`src/inc/tmz_regs.svh`:
```
// Register offsets, field positions and reset values of the shared-prescaler timer
`ifndef TMZ_REGS_SVH
`define TMZ_REGS_SVH
`define TMZ_ADDR_COUNT 8'h01
`define TMZ_ADDR_INTCTL 8'h0b
`define TMZ_ADDR_OPTION 8'h81
`define TMZ_ADDR_PORTADIR 8'h85
`define TMZ_ADDR_IRQSTAT 8'hf0
`define TMZ_ADDR_IRQMASK 8'hf1
`define TMZ_RST_COUNT 8'h00
`define TMZ_RST_INTCTL 8'h00
`define TMZ_RST_OPTION 8'hff
`define TMZ_RST_PORTADIR 8'h3f
`define TMZ_RST_IRQ 8'h00
`define TMZ_PORTADIR_MASK 8'h3f
`define TMZ_IRQ_MASK 8'h01
`define TMZ_IRQ_OVF_BIT 0
`define TMZ_INT_FLAG_BIT 2
`define TMZ_INT_EN_BIT 5
`define TMZ_OPT_SRC_BIT 5
`define TMZ_OPT_EDGE_BIT 4
`define TMZ_OPT_PSA_BIT 3
`define TMZ_OPT_RATIO_HI 2
`define TMZ_OPT_RATIO_LO 0
`define TMZ_COUNT_MAX 8'hff
`define TMZ_COUNT_ONE 8'h01
`define TMZ_INHIBIT_CYCLES 2'h2
`define TMZ_INHIBIT_NONE 2'h0
`define TMZ_INHIBIT_STEP 2'h1
`endif

```
`src/inc/tmz_pkg.sv`:
```
// Types shared by the timer modules
`default_nettype none
package tmz_pkg;
    typedef logic [7:0] tmz_byte_t;
    typedef logic [2:0] tmz_ratio_t;
    typedef enum logic [1:0] {
        TMZ_SRC_OFF = 2'b00,
        TMZ_SRC_INSTR = 2'b01,
        TMZ_SRC_EXT = 2'b10
    } tmz_src_e;
endpackage : tmz_pkg
`default_nettype wire

```
`src/inc/tmz_presc_if.sv`:
```
// Control and output signals between the timer and the shared prescaler
`timescale 1ns/1ps
`default_nettype none
interface tmz_presc_if;
    import tmz_pkg::*;
    logic srcTick;
    logic clear;
    logic toWdt;
    tmz_ratio_t ratio;
    logic scaledTick;
    modport ctrl (output srcTick, output clear, output toWdt, output ratio, input scaledTick);
    modport unit (input srcTick, input clear, input toWdt, input ratio, output scaledTick);
endinterface : tmz_presc_if
`default_nettype wire

```
`src/tmz_prescaler.sv`:
```
// Shared 8-bit prescaler, serving either the timer or the watchdog
`timescale 1ns/1ps
`default_nettype none
module tmz_prescaler #(
    parameter int W = 8
) (
    // Clock and reset
    input wire logic clock,
    input wire logic rst_n,
    // Link to the timer
    tmz_presc_if.unit pif
);
    import tmz_pkg::*;
    logic [W-1:0] presCount_r, presCount_nxt;
    logic scaled_r, scaled_nxt;
    logic [3:0] shiftBy;
    logic [W:0] mask;
    logic hit;

    always_comb begin
        // Watchdog ratios start at 1:1, timer ratios at 1:2
        shiftBy = pif.toWdt ? {1'b0, pif.ratio} : ({1'b0, pif.ratio} + 4'h1); // RL11 RL12 RL16
        mask = ((W + 1)'(1) << shiftBy) - (W + 1)'(1);
        hit = pif.srcTick && (({1'b0, presCount_r} & mask) == mask);
        presCount_nxt = presCount_r;
        if (pif.clear) begin
            presCount_nxt = '0; // RL13 RL14
        end else if (pif.srcTick) begin
            presCount_nxt = presCount_r + W'(1);
        end
        scaled_nxt = hit && !pif.clear;
    end

    always_ff @(posedge clock) begin
        if (!rst_n) begin
            presCount_r <= '0;
            scaled_r <= 1'b0;
        end else begin
            presCount_r <= presCount_nxt;
            scaled_r <= scaled_nxt;
        end
    end

    assign pif.scaledTick = scaled_r;
endmodule : tmz_prescaler
`default_nettype wire

```
`src/tmz_sync.sv`:
```
// Two-stage synchroniser and selectable edge detector for the external count pin
`timescale 1ns/1ps
`default_nettype none
module tmz_sync (
    // Clock and reset
    input wire logic clock,
    input wire logic rst_n,
    // Pin and edge choice
    input wire logic pinIn,
    input wire logic fallingEdge,
    // Edge event
    output logic edgeTick
);
    logic meta_r, meta_nxt;
    logic sync_r, sync_nxt;
    logic prev_r, prev_nxt;
    logic edge_r, edge_nxt;

    always_comb begin
        meta_nxt = pinIn;
        sync_nxt = meta_r; // RL4
        prev_nxt = sync_r;
        edge_nxt = fallingEdge ? (prev_r & ~sync_r) : (~prev_r & sync_r); // RL3
    end

    always_ff @(posedge clock) begin
        if (!rst_n) begin
            meta_r <= 1'b0;
            sync_r <= 1'b0;
            prev_r <= 1'b0;
            edge_r <= 1'b0;
        end else begin
            meta_r <= meta_nxt;
            sync_r <= sync_nxt;
            prev_r <= prev_nxt;
            edge_r <= edge_nxt;
        end
    end

    assign edgeTick = edge_r;
endmodule : tmz_sync
`default_nettype wire

```
`src/tmz_timer.sv`:
```
// Eight-bit timer/counter with a prescaler shared with the watchdog
//
// Overview of operation
// RL1 - Timer mode without prescaler advances the count once per instruction cycle.
// RL2 - A software write to the count blocks counting for two instruction cycles.
// RL3 - Counter mode counts external pin edges; edge select picks rising or falling.
// RL4 - The external pin is synchronised before it can advance the count.
// RL5 - Passing from all ones to zero sets the overflow flag, bit 2.
// RL6 - Overflow request goes out only while enable bit 5 is set.
// RL7 - The overflow flag stays set until software clears it.
// RL8 - Sleep stops the timer so no overflow can happen.
// RL9 - One prescaler serves timer or watchdog; the other runs unscaled.
// RL10 - The prescaler count cannot be read or loaded by software.
// RL11 - Assigned to the timer, ratio bits choose 1:2 up to 1:256.
// RL12 - Assigned to the watchdog, ratio bits choose 1:1 up to 1:128.
// RL13 - With timer assignment, each count write zeroes the prescaler, keeps assignment.
// RL14 - With watchdog assignment, watchdog clear zeroes prescaler and watchdog count.
// RL15 - Software may reassign anytime, using a safe sequence toward the watchdog.
// RL16 - Ratio values are powers of two, doubling per step from value zero.
`timescale 1ns/1ps
`default_nettype none
`include "tmz_regs.svh"
module tmz_timer #(
    parameter int unsigned INSTR_DIV = 4
) (
    // Clock and reset
    input wire logic clock,
    input wire logic rst_n,
    // Register port
    input wire tmz_pkg::tmz_byte_t regAddr,
    input wire tmz_pkg::tmz_byte_t regWrData,
    input wire logic regWrEn,
    input wire logic regRdEn,
    output tmz_pkg::tmz_byte_t regRdData,
    // Core and watchdog status
    input wire logic sleepMode,
    input wire logic watchdogClearInstr,
    input wire logic watchdogRawTick,
    // External count pin
    input wire logic externalCountPin,
    // Outputs
    output logic overflowIrqReq,
    output logic irq,
    output logic watchdogTick,
    output logic watchdogCountClear,
    output tmz_pkg::tmz_byte_t portADirection
);
    import tmz_pkg::*;

    // ------------------------------------------------------------
    // Declarations
    // ------------------------------------------------------------
    logic [7:0] divCount_r, divCount_nxt;
    logic instrTick_r, instrTick_nxt;
    tmz_byte_t timerCount_r, timerCount_nxt;
    tmz_byte_t intCtl_r, intCtl_nxt;
    tmz_byte_t option_r, option_nxt;
    tmz_byte_t portADir_r, portADir_nxt;
    tmz_byte_t irqStatus_r, irqStatus_nxt;
    tmz_byte_t irqMask_r, irqMask_nxt;
    tmz_byte_t rdData_r, rdData_nxt;
    logic [1:0] inhibit_r, inhibit_nxt;
    logic ovfReq_r, ovfReq_nxt;
    logic irq_r, irq_nxt;
    logic wdtTick_r, wdtTick_nxt;
    logic wdtClr_r, wdtClr_nxt;
    logic wrCount, wrIntCtl, wrOption, wrPortADir, wrIrqMask, rdIrqStat;
    logic prescaler_assign, extEdge, srcEvent, incEvent, ovfSet;
    tmz_src_e srcMode;

    tmz_presc_if pif ();

    // ------------------------------------------------------------
    // Helpers
    // ------------------------------------------------------------
    tmz_sync u_sync (
        .clock(clock),
        .rst_n(rst_n),
        .pinIn(externalCountPin),
        .fallingEdge(option_r[`TMZ_OPT_EDGE_BIT]),
        .edgeTick(extEdge)
    );

    tmz_prescaler #(.W(8)) u_presc (
        .clock(clock),
        .rst_n(rst_n),
        .pif(pif.unit)
    );

    // ------------------------------------------------------------
    // Instruction cycle divider
    // ------------------------------------------------------------
    always_comb begin
        instrTick_nxt = (divCount_r == 8'(INSTR_DIV - 1));
        divCount_nxt = instrTick_nxt ? 8'h00 : divCount_r + 8'h01;
    end

    always_ff @(posedge clock) begin
        if (!rst_n) begin
            divCount_r <= 8'h00;
            instrTick_r <= 1'b0;
        end else begin
            divCount_r <= divCount_nxt;
            instrTick_r <= instrTick_nxt;
        end
    end

    // ------------------------------------------------------------
    // Counting path
    // ------------------------------------------------------------
    always_comb begin
        wrCount = regWrEn && (regAddr == `TMZ_ADDR_COUNT);
        prescaler_assign = option_r[`TMZ_OPT_PSA_BIT];
        if (sleepMode) begin
            srcMode = TMZ_SRC_OFF; // RL8
        end else if (option_r[`TMZ_OPT_SRC_BIT]) begin
            srcMode = TMZ_SRC_EXT; // RL3
        end else begin
            srcMode = TMZ_SRC_INSTR; // RL1
        end
        case (srcMode)
            TMZ_SRC_INSTR: srcEvent = instrTick_r;
            TMZ_SRC_EXT: srcEvent = extEdge;
            default: srcEvent = 1'b0;
        endcase
        // The prescaler goes to exactly one user; the other sees raw ticks
        pif.toWdt = prescaler_assign; // RL9
        pif.ratio = option_r[`TMZ_OPT_RATIO_HI:`TMZ_OPT_RATIO_LO]; // RL11 RL12
        pif.srcTick = prescaler_assign ? watchdogRawTick : srcEvent;
        pif.clear = prescaler_assign ? watchdogClearInstr : wrCount; // RL13 RL14
        // Sleep gates the delayed prescaler tick too
        incEvent = (prescaler_assign ? srcEvent : (pif.scaledTick && !sleepMode))
            && (inhibit_r == `TMZ_INHIBIT_NONE); // RL2 RL8
        ovfSet = incEvent && !wrCount && (timerCount_r == `TMZ_COUNT_MAX); // RL5
        wdtTick_nxt = prescaler_assign ? pif.scaledTick : watchdogRawTick; // RL9
        wdtClr_nxt = watchdogClearInstr; // RL14
    end

    // ------------------------------------------------------------
    // Registers and bus slave
    // ------------------------------------------------------------
    always_comb begin
        wrIntCtl = regWrEn && (regAddr == `TMZ_ADDR_INTCTL);
        wrOption = regWrEn && (regAddr == `TMZ_ADDR_OPTION);
        wrPortADir = regWrEn && (regAddr == `TMZ_ADDR_PORTADIR);
        wrIrqMask = regWrEn && (regAddr == `TMZ_ADDR_IRQMASK);
        rdIrqStat = regRdEn && (regAddr == `TMZ_ADDR_IRQSTAT);

        timerCount_nxt = timerCount_r;
        if (wrCount) begin
            timerCount_nxt = regWrData;
        end else if (incEvent) begin
            timerCount_nxt = timerCount_r + `TMZ_COUNT_ONE; // RL1 RL3
        end

        inhibit_nxt = inhibit_r;
        if (wrCount) begin
            inhibit_nxt = `TMZ_INHIBIT_CYCLES; // RL2
        end else if (instrTick_r && (inhibit_r != `TMZ_INHIBIT_NONE)) begin
            inhibit_nxt = inhibit_r - `TMZ_INHIBIT_STEP; // RL2
        end

        // A flag raised in the same cycle as a software clear stays set
        intCtl_nxt = wrIntCtl ? regWrData : intCtl_r; // RL7
        if (ovfSet) begin
            intCtl_nxt[`TMZ_INT_FLAG_BIT] = 1'b1; // RL5
        end

        option_nxt = wrOption ? regWrData : option_r;
        portADir_nxt = wrPortADir ? (regWrData & `TMZ_PORTADIR_MASK) : portADir_r;
        irqMask_nxt = wrIrqMask ? (regWrData & `TMZ_IRQ_MASK) : irqMask_r;

        irqStatus_nxt = rdIrqStat ? `TMZ_RST_IRQ : irqStatus_r;
        if (ovfSet) begin
            irqStatus_nxt[`TMZ_IRQ_OVF_BIT] = 1'b1;
        end

        ovfReq_nxt = intCtl_nxt[`TMZ_INT_FLAG_BIT] & intCtl_nxt[`TMZ_INT_EN_BIT]; // RL6
        irq_nxt = |(irqStatus_nxt & irqMask_nxt);

        // No address exposes the prescaler count
        rdData_nxt = 8'h00; // RL10
        if (regRdEn) begin
            case (regAddr)
                `TMZ_ADDR_COUNT: rdData_nxt = timerCount_r;
                `TMZ_ADDR_INTCTL: rdData_nxt = intCtl_r;
                `TMZ_ADDR_OPTION: rdData_nxt = option_r;
                `TMZ_ADDR_PORTADIR: rdData_nxt = portADir_r;
                `TMZ_ADDR_IRQSTAT: rdData_nxt = irqStatus_r;
                `TMZ_ADDR_IRQMASK: rdData_nxt = irqMask_r;
                default: rdData_nxt = 8'h00;
            endcase
        end
    end

    always_ff @(posedge clock) begin
        if (!rst_n) begin
            timerCount_r <= `TMZ_RST_COUNT;
            inhibit_r <= `TMZ_INHIBIT_NONE;
            intCtl_r <= `TMZ_RST_INTCTL;
            option_r <= `TMZ_RST_OPTION;
            portADir_r <= `TMZ_RST_PORTADIR;
            irqStatus_r <= `TMZ_RST_IRQ;
            irqMask_r <= `TMZ_RST_IRQ;
            rdData_r <= 8'h00;
            ovfReq_r <= 1'b0;
            irq_r <= 1'b0;
            wdtTick_r <= 1'b0;
            wdtClr_r <= 1'b0;
        end else begin
            timerCount_r <= timerCount_nxt;
            inhibit_r <= inhibit_nxt;
            intCtl_r <= intCtl_nxt;
            option_r <= option_nxt;
            portADir_r <= portADir_nxt;
            irqStatus_r <= irqStatus_nxt;
            irqMask_r <= irqMask_nxt;
            rdData_r <= rdData_nxt;
            ovfReq_r <= ovfReq_nxt;
            irq_r <= irq_nxt;
            wdtTick_r <= wdtTick_nxt;
            wdtClr_r <= wdtClr_nxt;
        end
    end

    assign regRdData = rdData_r;
    assign overflowIrqReq = ovfReq_r;
    assign irq = irq_r;
    assign watchdogTick = wdtTick_r;
    assign watchdogCountClear = wdtClr_r;
    assign portADirection = portADir_r;
endmodule : tmz_timer
`default_nettype wire

```
`config.mk`:
```
export PLATFORM = sky130hd
export DESIGN_NAME = tmz_timer
export DESIGN_NICKNAME = d
export VERILOG_FILES = /design/src/inc/tmz_pkg.sv /design/src/inc/tmz_presc_if.sv /design/src/tmz_prescaler.sv /design/src/tmz_sync.sv /design/src/tmz_timer.sv
export VERILOG_INCLUDE_DIRS = /design/src /design/src/inc
export SDC_FILE = /design/constraint.sdc
export NUM_CORES = 1
export LEC_CHECK = 0
export BUFFER_PORTS_ARGS = -buffer_cell sky130_fd_sc_hd__buf_2
export CAP_MARGIN = 20
export CORE_ASPECT_RATIO = 1.25
export CORE_MARGIN = 1.5
export CORE_UTILIZATION = 50
export CTS_BUF_LIST = sky130_fd_sc_hd__clkbuf_4
export DETAILED_ROUTE_END_ITERATION = 10
export PLACE_DENSITY = 0.71
export SLEW_MARGIN = 10
export SYNTH_ARGS = -nofsm -noshare
export SYNTH_HDL_FRONTEND = slang
export SYNTH_HIERARCHICAL = 1
export SYNTH_SLANG_ARGS = --single-unit
```
`constraint.sdc`:
```
create_clock -name clock -period 2.8 [get_ports clock]
set_input_delay 0.42 -clock clock [delete_from_list [all_inputs] [get_ports clock]]
set_output_delay 0.42 -clock clock [all_outputs]
set_load 0.03 [all_outputs]
```
==> impl_results.md, run 1 <==
- Run status: completed
- Most common cell after layout, fill and taps aside: dfxtp_1
- Slowest cell on the critical path: dfxtp_1
- Worst-Margin Slew: 0.798 ns
- Worst Skew: 0.0114 ns
- Pwr per Cell Area: 439 nW/um^2
- Mapped Area: 4080 um^2
- FF-to-FF path depth: 9
- Final core occ: 57.3%
- Routed wire length: 9.71 mm
- Reg2reg setup slack: 0.42 ns
- Switching pwr: 0.496 mW
- CTS H-tree depth: 3
- Final hold viol count: 0
- Start-to-end type of the worst setup path: reg -> reg
- Cell count after synthesis: 443
- Fmax achieved: 420 MHz
- Post-layout instance area: 4490 um^2
- Met2 wire length: 4.52 mm
- DR WL/cell: 16.6 um
- First-pass GRT wire length: 16.2 mm
- Pre-CTS setup slack: 0.467 ns
- Period utilisation layout: 85.1%
- HPWL Detailed: 7.14 mm
- Setup TNS: 0 ns
- DRC: 0
- Worst path bufs/invs: 0
- Part of the power in registers: 60.1%
- Synth warn: 6
- IO Pins: 44
- All-Layer GR Usage: 23.1%
- Ys flop type: dfxtp_1
- Antenna-violating nets left: 0
- Most frequent cells in the layout: dfxtp_1 (82), buf_2 (41), nor2_1 (36)
- Endpoint class of the critical path: flop
- GP Congestion: 0.910
- Hold WC Path Type: in -> reg
- Period minus WS final: 2.38 ns
- FF-to-FF Start: option_r[2]
- # Post-CTS Setup Buffers: 0
- VDD IR max: 0.000280 V
- Crit path cell chain: and3b_1 > o21ai_2 > a2bb2oi_1 > ha_1 > nor2_1 > nor3b_1 > o41ai_1 > a211o_1 > a2111oi_2
- Slew Limit Fails: 0
- Total power: 1.97 mW
- CP Launch Type: flop
- Crit-path max cell delay: 0.70 ns
- Cell count after placement: 568
- Worst skew pair latency: 0.44 ns
- Leakage Power: 1.80 nW
- Hold_buf cts: 0
- Vias in the first global route: 3335
- Hold_ws: 0.198 ns
- Max Cap Violations: 0
- CP Depth: 9
- Height of the die: 104 um
- Fill count: 709
- Row count: 36
- Max clock buf depth: 2
- Post-route setup slack: 0.418 ns
- Initial Utilization: 52.1%
- Fin cells: 584
- Hold Crit Start: externalCountPin
- Slew margin rel.: 46.3%
- Met3 Routed Length: 580 um
- Post-DP Area: 4370 um^2
- Die Wd: 83.8 um
- PortBufs: 41
- Post-synth EDFFs: 0
- Core Area: 7840 um^2
- Share of layout cells above drive strength 1: 18.2%
- CP Max Fanout: 18
- TritonCTS Buffers: 9
- Worst path required time: 3.15 ns
- Nets: 514
- Asr flop ratio synth: 0%
- Count of final setup violators: 0
- WHS Path Cells: 2
- First-pass detailed-route iteration total: 5
- Worst path arrival time: 2.73 ns
- Ant. Diodes: 0
- CTS tree: done
- Logic pwr share: 6.4%
- CTS root buf: clkbuf_4
- Seq/Total Area, Yosys: 40.2%
- Yosys reg bits: 82
- Internal cell power: 1.48 mW
- RSZ-0062 raised after global routing: no
- Routed vias: 3489
- Met1 wire length: 4.41 mm
- Sw Share: 25.1%
- Die footprint: 8720 um^2
- Worst r2r dst: u_presc/pif.scaledTick
- GR Overflow Total: 0
- Post-synthesis area per instance: 9.22 um^2
- Worst-path clk slew: 0.13 ns
- Vias per cell: 5.97
- Initial DRC Count: 291
- Power share of the clock group: 33.6%
- CTS Sinks: 82
- P&R area growth vs syn: 10.1%
- Largest net degree at the start of global routing: 19
- Hold Path End: u_sync/meta_r
- Highest routed layer: met4
- Family with the most delay on the worst path: compound AO/OA/AOI/OAI gates
- Initial antenna violation count: 0
- Cell variety after synth: 80
- Post-cts gate resize count: 0
-- synthesized netlist by cell type (all sizes together), types with 3 or more instances --
master  instances  area, um^2
a211oi          5        42.5
a21boi          3        26.3
a21o            9        67.6
a21oi          17        85.1
a222oi          6        60.1
a22o            8        70.1
a22oi           5        37.5
a311oi          3        26.3
a31oi           5        31.3
and2           18         116
and3            6        37.5
buf            15        92.6
clkbuf          7        26.3
dfxtp          82        1640
ha              6        75.1
inv            13        48.8
mux2i          27         270
nand2          33         124
nand2b          6        37.5
nand3          29         150
nand4           7        56.3
nor2           36         135
nor2b           3        18.8
nor3            4        30.0
nor3b           3        27.5
nor4            4        40.0
o21a            3        22.5
o21ai          13        68.8
o22a            3        26.3
o31ai           4        30.0
or2             3        18.8
or3             6        37.5
or4             4        33.8
xnor2           6        52.6
xor2            9        78.8
-- metal layers --
metal / GRT usage [%] / vias to the layer above
met5: 0 / -
met4: 8.55 / 0
met3: 5.16 / 18
met2: 37.0 / 115
met1: 30.4 / 1649
li1: - / 1707
-- power groups by stage --
stage | Clock, mW | Combinational, mW | Sequential (mW)
after floorplan | 0 | 0.0696 | 1.21
after global placement | 0 | 0.123 | 1.21
after detailed placement | 0 | 0.124 | 1.21
after CTS | 0.679 | 0.125 | 1.19
after global routing | 0.736 | 0.136 | 1.19
final | 0.663 | 0.126 | 1.19
-- worst max path at each step --
stage,endpoint,start
after global placement,u_presc/pif.scaledTick,option_r[2]
after global routing,u_presc/pif.scaledTick,option_r[2]
final,u_presc/pif.scaledTick,option_r[2]
after CTS,u_presc/pif.scaledTick,option_r[2]
after detailed placement,u_presc/pif.scaledTick,option_r[2]
after floorplan,u_presc/pif.scaledTick,option_r[0]
-- state kept, by name (all words and copies together) (netlist names), 8 cells and up --
register and flops:
option_r 8, irqMask_r 8, irqStatus_r 8, u_presc/presCount_r 8, divCount_r 8, timerCount_r 8, regRdData 8, intCtl_r 8
-- area by class of cell --
type / count / area (um^2) / share of cell area [%]
Clock buffer: 9 / 67.6 / 1.50
Tap cell: 95 / 119 / 2.64
Multi-Input combinational cell: 327 / 2280 / 50.7
Inverter: 13 / 48.8 / 1.09
Timing Repair Buffer: 51 / 280 / 6.24
Clock inverter: 7 / 60.1 / 1.34
Sequential cell: 82 / 1640 / 36.5
-- kinds of logic after synthesis --
| group | after synthesis | synth area share, % |
|---|---|---|
| fa+ha+maj | 6 | 1.84 |
| flops | 82 | 40.2 |
| compound gates | 102 | 19.5 |
| xor+xnor | 15 | 3.22 |
| mux | 28 | 6.99 |
| simple gates | 174 | 24.0 |
| other cells | 1 | 0.0919 |
| buf+inv | 35 | 4.11 |
-- worst register-to-register path, delay by kind of cell, from the launching register on --
kind / cells / cell delay, ns
adder cells (fa/ha/maj): 1 / 0.30
AO/OA/AOI/OAI: 5 / 0.79
AND/OR/NAND/NOR: 3 / 0.50
flip-flops: 1 / 0.70
Note: power is estimated with default switching activity, not from simulation.
==> inputs of run 2 (changes only) <==
--- a/config.mk
+++ b/config.mk
@@ -17,5 +17,4 @@
 export SLEW_MARGIN = 10
 export SYNTH_ARGS = -nofsm -noshare
 export SYNTH_HDL_FRONTEND = slang
-export SYNTH_HIERARCHICAL = 1
 export SYNTH_SLANG_ARGS = --single-unit
==> run 2 against run 1 <==
Combinational power shrank 6%. Worst hold slack got worse by 0.0061 ns. Via count fell by 5.3%. Count of clock-buffer cells in the layout unchanged. First-iteration DRC count down 31%. Flip-flop and latch count did not move. Largest cell class unchanged.
==> impl_results.md, run 2 <==
- Run status: completed
- Initial Utilization: 51.8%
- CP Launch Type: flop
- DR WL/cell: 15.8 um
- Critical Path Most Common Cell: ha_1
- Seq/Total Area, Yosys: 42.6%
- CTS H-tree depth: 3
- Share of layout cells above drive strength 1: 15.7%
- RSZ-0062 raised after global routing: no
- Height of the die: 101 um
- Max clock buf depth: 2
- HPWL Detailed: 6.71 mm
- Synth warn: 0
- Switching pwr: 0.503 mW
- Synth cell count leaders: dfxtp_1 (82), nand2_1 (54), nor2_1 (44)
- Post-synth EDFFs: 0
- Fill count: 687
- Period utilisation layout: 85.4%
- Logic pwr share: 6.2%
- GR Overflow Total: 0
- Initial DRC Count: 202
- Largest net degree at the start of global routing: 32
- Sw Share: 26.5%
- Max Cap Violations: 0
- Worst skew pair latency: 0.45 ns
- Fin cells: 581
- Part of the power in registers: 62.4%
- Cell variety after synth: 57
- Met2 Track Usage GR: 39.2%
- Count leader, synth: dfxtp_1
- Grt met1 use: 30.3%
- CTS tree: done
- Power share of the clock group: 31.4%
- Post-synthesis area per instance: 8.70 um^2
- Initial antenna violation count: 0
- Start-to-end type of the worst setup path: reg -> reg
- Pwr per Cell Area: 443 nW/um^2
- DRC: 0
- Slew Limit Fails: 0
- VDD IR max: 0.000294 V
- Leakage Power: 1.82 nW
- TritonCTS Buffers: 9
- First-pass GRT wire length: 15.2 mm
- Worst path required time: 3.18 ns
- Cell count after synthesis: 443
- Die Wd: 81.6 um
- CTS Sinks: 82
- Asr flop ratio synth: 0%
- Worst-path clk slew: 0.14 ns
- Nets: 514
- IO Pins: 44
- P&R area growth vs syn: 11.2%
- Ranking of synthesized cells by area: dfxtp_1 (43%), mux2i_1 (7.0%), nand2_1 (5.3%)
- Fmax achieved: 418 MHz
- Hold_buf cts: 0
- Period minus WS final: 2.39 ns
- Core Area: 7440 um^2
- PortBufs: 41
- Routed vias: 3303
- Crit-path max cell delay: 0.39 ns
- Worst path arrival time: 2.77 ns
- Vias per cell: 5.69
- Yosys reg bits: 82
- Ys flop type: dfxtp_1
- CTS root buf: clkbuf_4
- Setup TNS: 0 ns
- Top-area cell type share of the netlist area: 42.6%
- # Post-CTS Setup Buffers: 0
- GP Congestion: 0.898
- First-pass detailed-route iteration total: 4
- Crit path cell chain: ha_1 > nand2b_1 > nand2_1 > a21o_1 > ha_1 > nor3b_1 > a2bb2oi_1 > nand3_1 > a2111oi_0 > and3_1
- Most frequent cells in the layout: dfxtp_1 (82), nand2_1 (54), nor2_1 (44)
- Final hold viol count: 0
- CP Max Fanout: 7
- Worst Skew: 0.0266 ns
- Post-cts gate resize count: 0
- Worst path bufs/invs: 0
- Met3 global-route usage: 5.05%
- Mapped Area: 3860 um^2
- Internal cell power: 1.40 mW
- Hold WC Path Type: in -> reg
- Slowest cell on the critical path: ha_1
- Routed wire length: 9.15 mm
- Synth area leader: dfxtp_1
- Count of final setup violators: 0
- Ant. Diodes: 0
- Die footprint: 8250 um^2
- Multi-input logic area: 2090 um^2
- Gr busiest metal: met2
- Cell count after placement: 565
- Row count: 35
- Register area: 1640 um^2
- Endpoint class of the critical path: flop
- Vias in the first global route: 3184
- Family with the most delay on the worst path: simple AND/OR/NAND/NOR gates
- Antenna-violating nets left: 0
- All-Layer GR Usage: 24.3%
- Most common cell after layout, fill and taps aside: dfxtp_1
## run 2: power by group through the flow
| stage | Combinational [mW] | Sequential, mW | Clock, mW |
|---|---|---|---|
| 3_5_place_dp | 0.118 | 1.21 | 0 |
| 2_1_floorplan | 0.0670 | 1.21 | 0 |
| 6_report | 0.118 | 1.19 | 0.597 |
| 4_1_cts | 0.119 | 1.19 | 0.613 |
| 3_3_place_gp | 0.116 | 1.21 | 0 |
| 5_1_grt | 0.130 | 1.19 | 0.657 |
## run 2: kinds of logic (layout without fill, tap and decap cells)
group | Yosys count | in the layout | share of synthesized area, %
compound gates | 81 | 81 | 14.2
xor+xnor | 22 | 22 | 5.00
fa+ha+maj | 6 | 6 | 1.95
buf+inv | 33 | 78 | 3.44
flops | 82 | 82 | 42.6
mux | 35 | 35 | 9.34
other cells | 1 | 2 | 0.0972
simple gates | 183 | 183 | 23.4
## run 2: final timing paths
check        slack [ns]             start  cells past startpoint                endpoint
max                0.41       option_r[0]                     10  u_presc.pif.scaledTick
min reg2reg        0.45     u_sync.meta_r                      1         u_sync.prev_nxt
min                0.19  externalCountPin                      2           u_sync.meta_r
max reg2reg        0.41       option_r[0]                     10  u_presc.pif.scaledTick
## run 2: per-stage QoR
step                      util (%)  worst slack (ns)  total power [mW]  cell area (um^2)  hold WS (ns)
after floorplan                  -             0.539              1.28              3860         0.412
after global placement        56.1             0.449              1.33              4180         0.421
after detailed placement      56.1             0.463              1.33              4180         0.432
after CTS                     57.6             0.423              1.92              4290         0.177
after global routing          57.6             0.125              1.98              4290         0.182
final                         57.6             0.408              1.90              4290         0.192
## run 2: worst register-to-register path: stages (launching register included)
cell       delay (ns)
dfxtp_1          0.34
ha_1             0.39
nand2b_1         0.20
nand2_1          0.12
a21o_1           0.17
ha_1             0.24
nor3b_1          0.17
a2bb2oi_1        0.17
nand3_1          0.09
a2111oi_0        0.25
and3_1           0.19
## run 2: layout make-up
cell class                      instances  share of cell area, %
Timing Repair Buffer                   54                   7.06
Sequential cell                        82                   38.3
Clock buffer                            9                   1.58
Clock inverter                          7                   1.02
Inverter                                8                  0.701
Tap cell                               92                   2.69
Multi-Input combinational cell        329                   48.7
## run 2: routing by layer
metal	vias to the layer above	share of wire, %
met5	-	0
met4	0	3.1
met3	23	4.4
met2	92	48
met1	1549	45
li1	1639	-
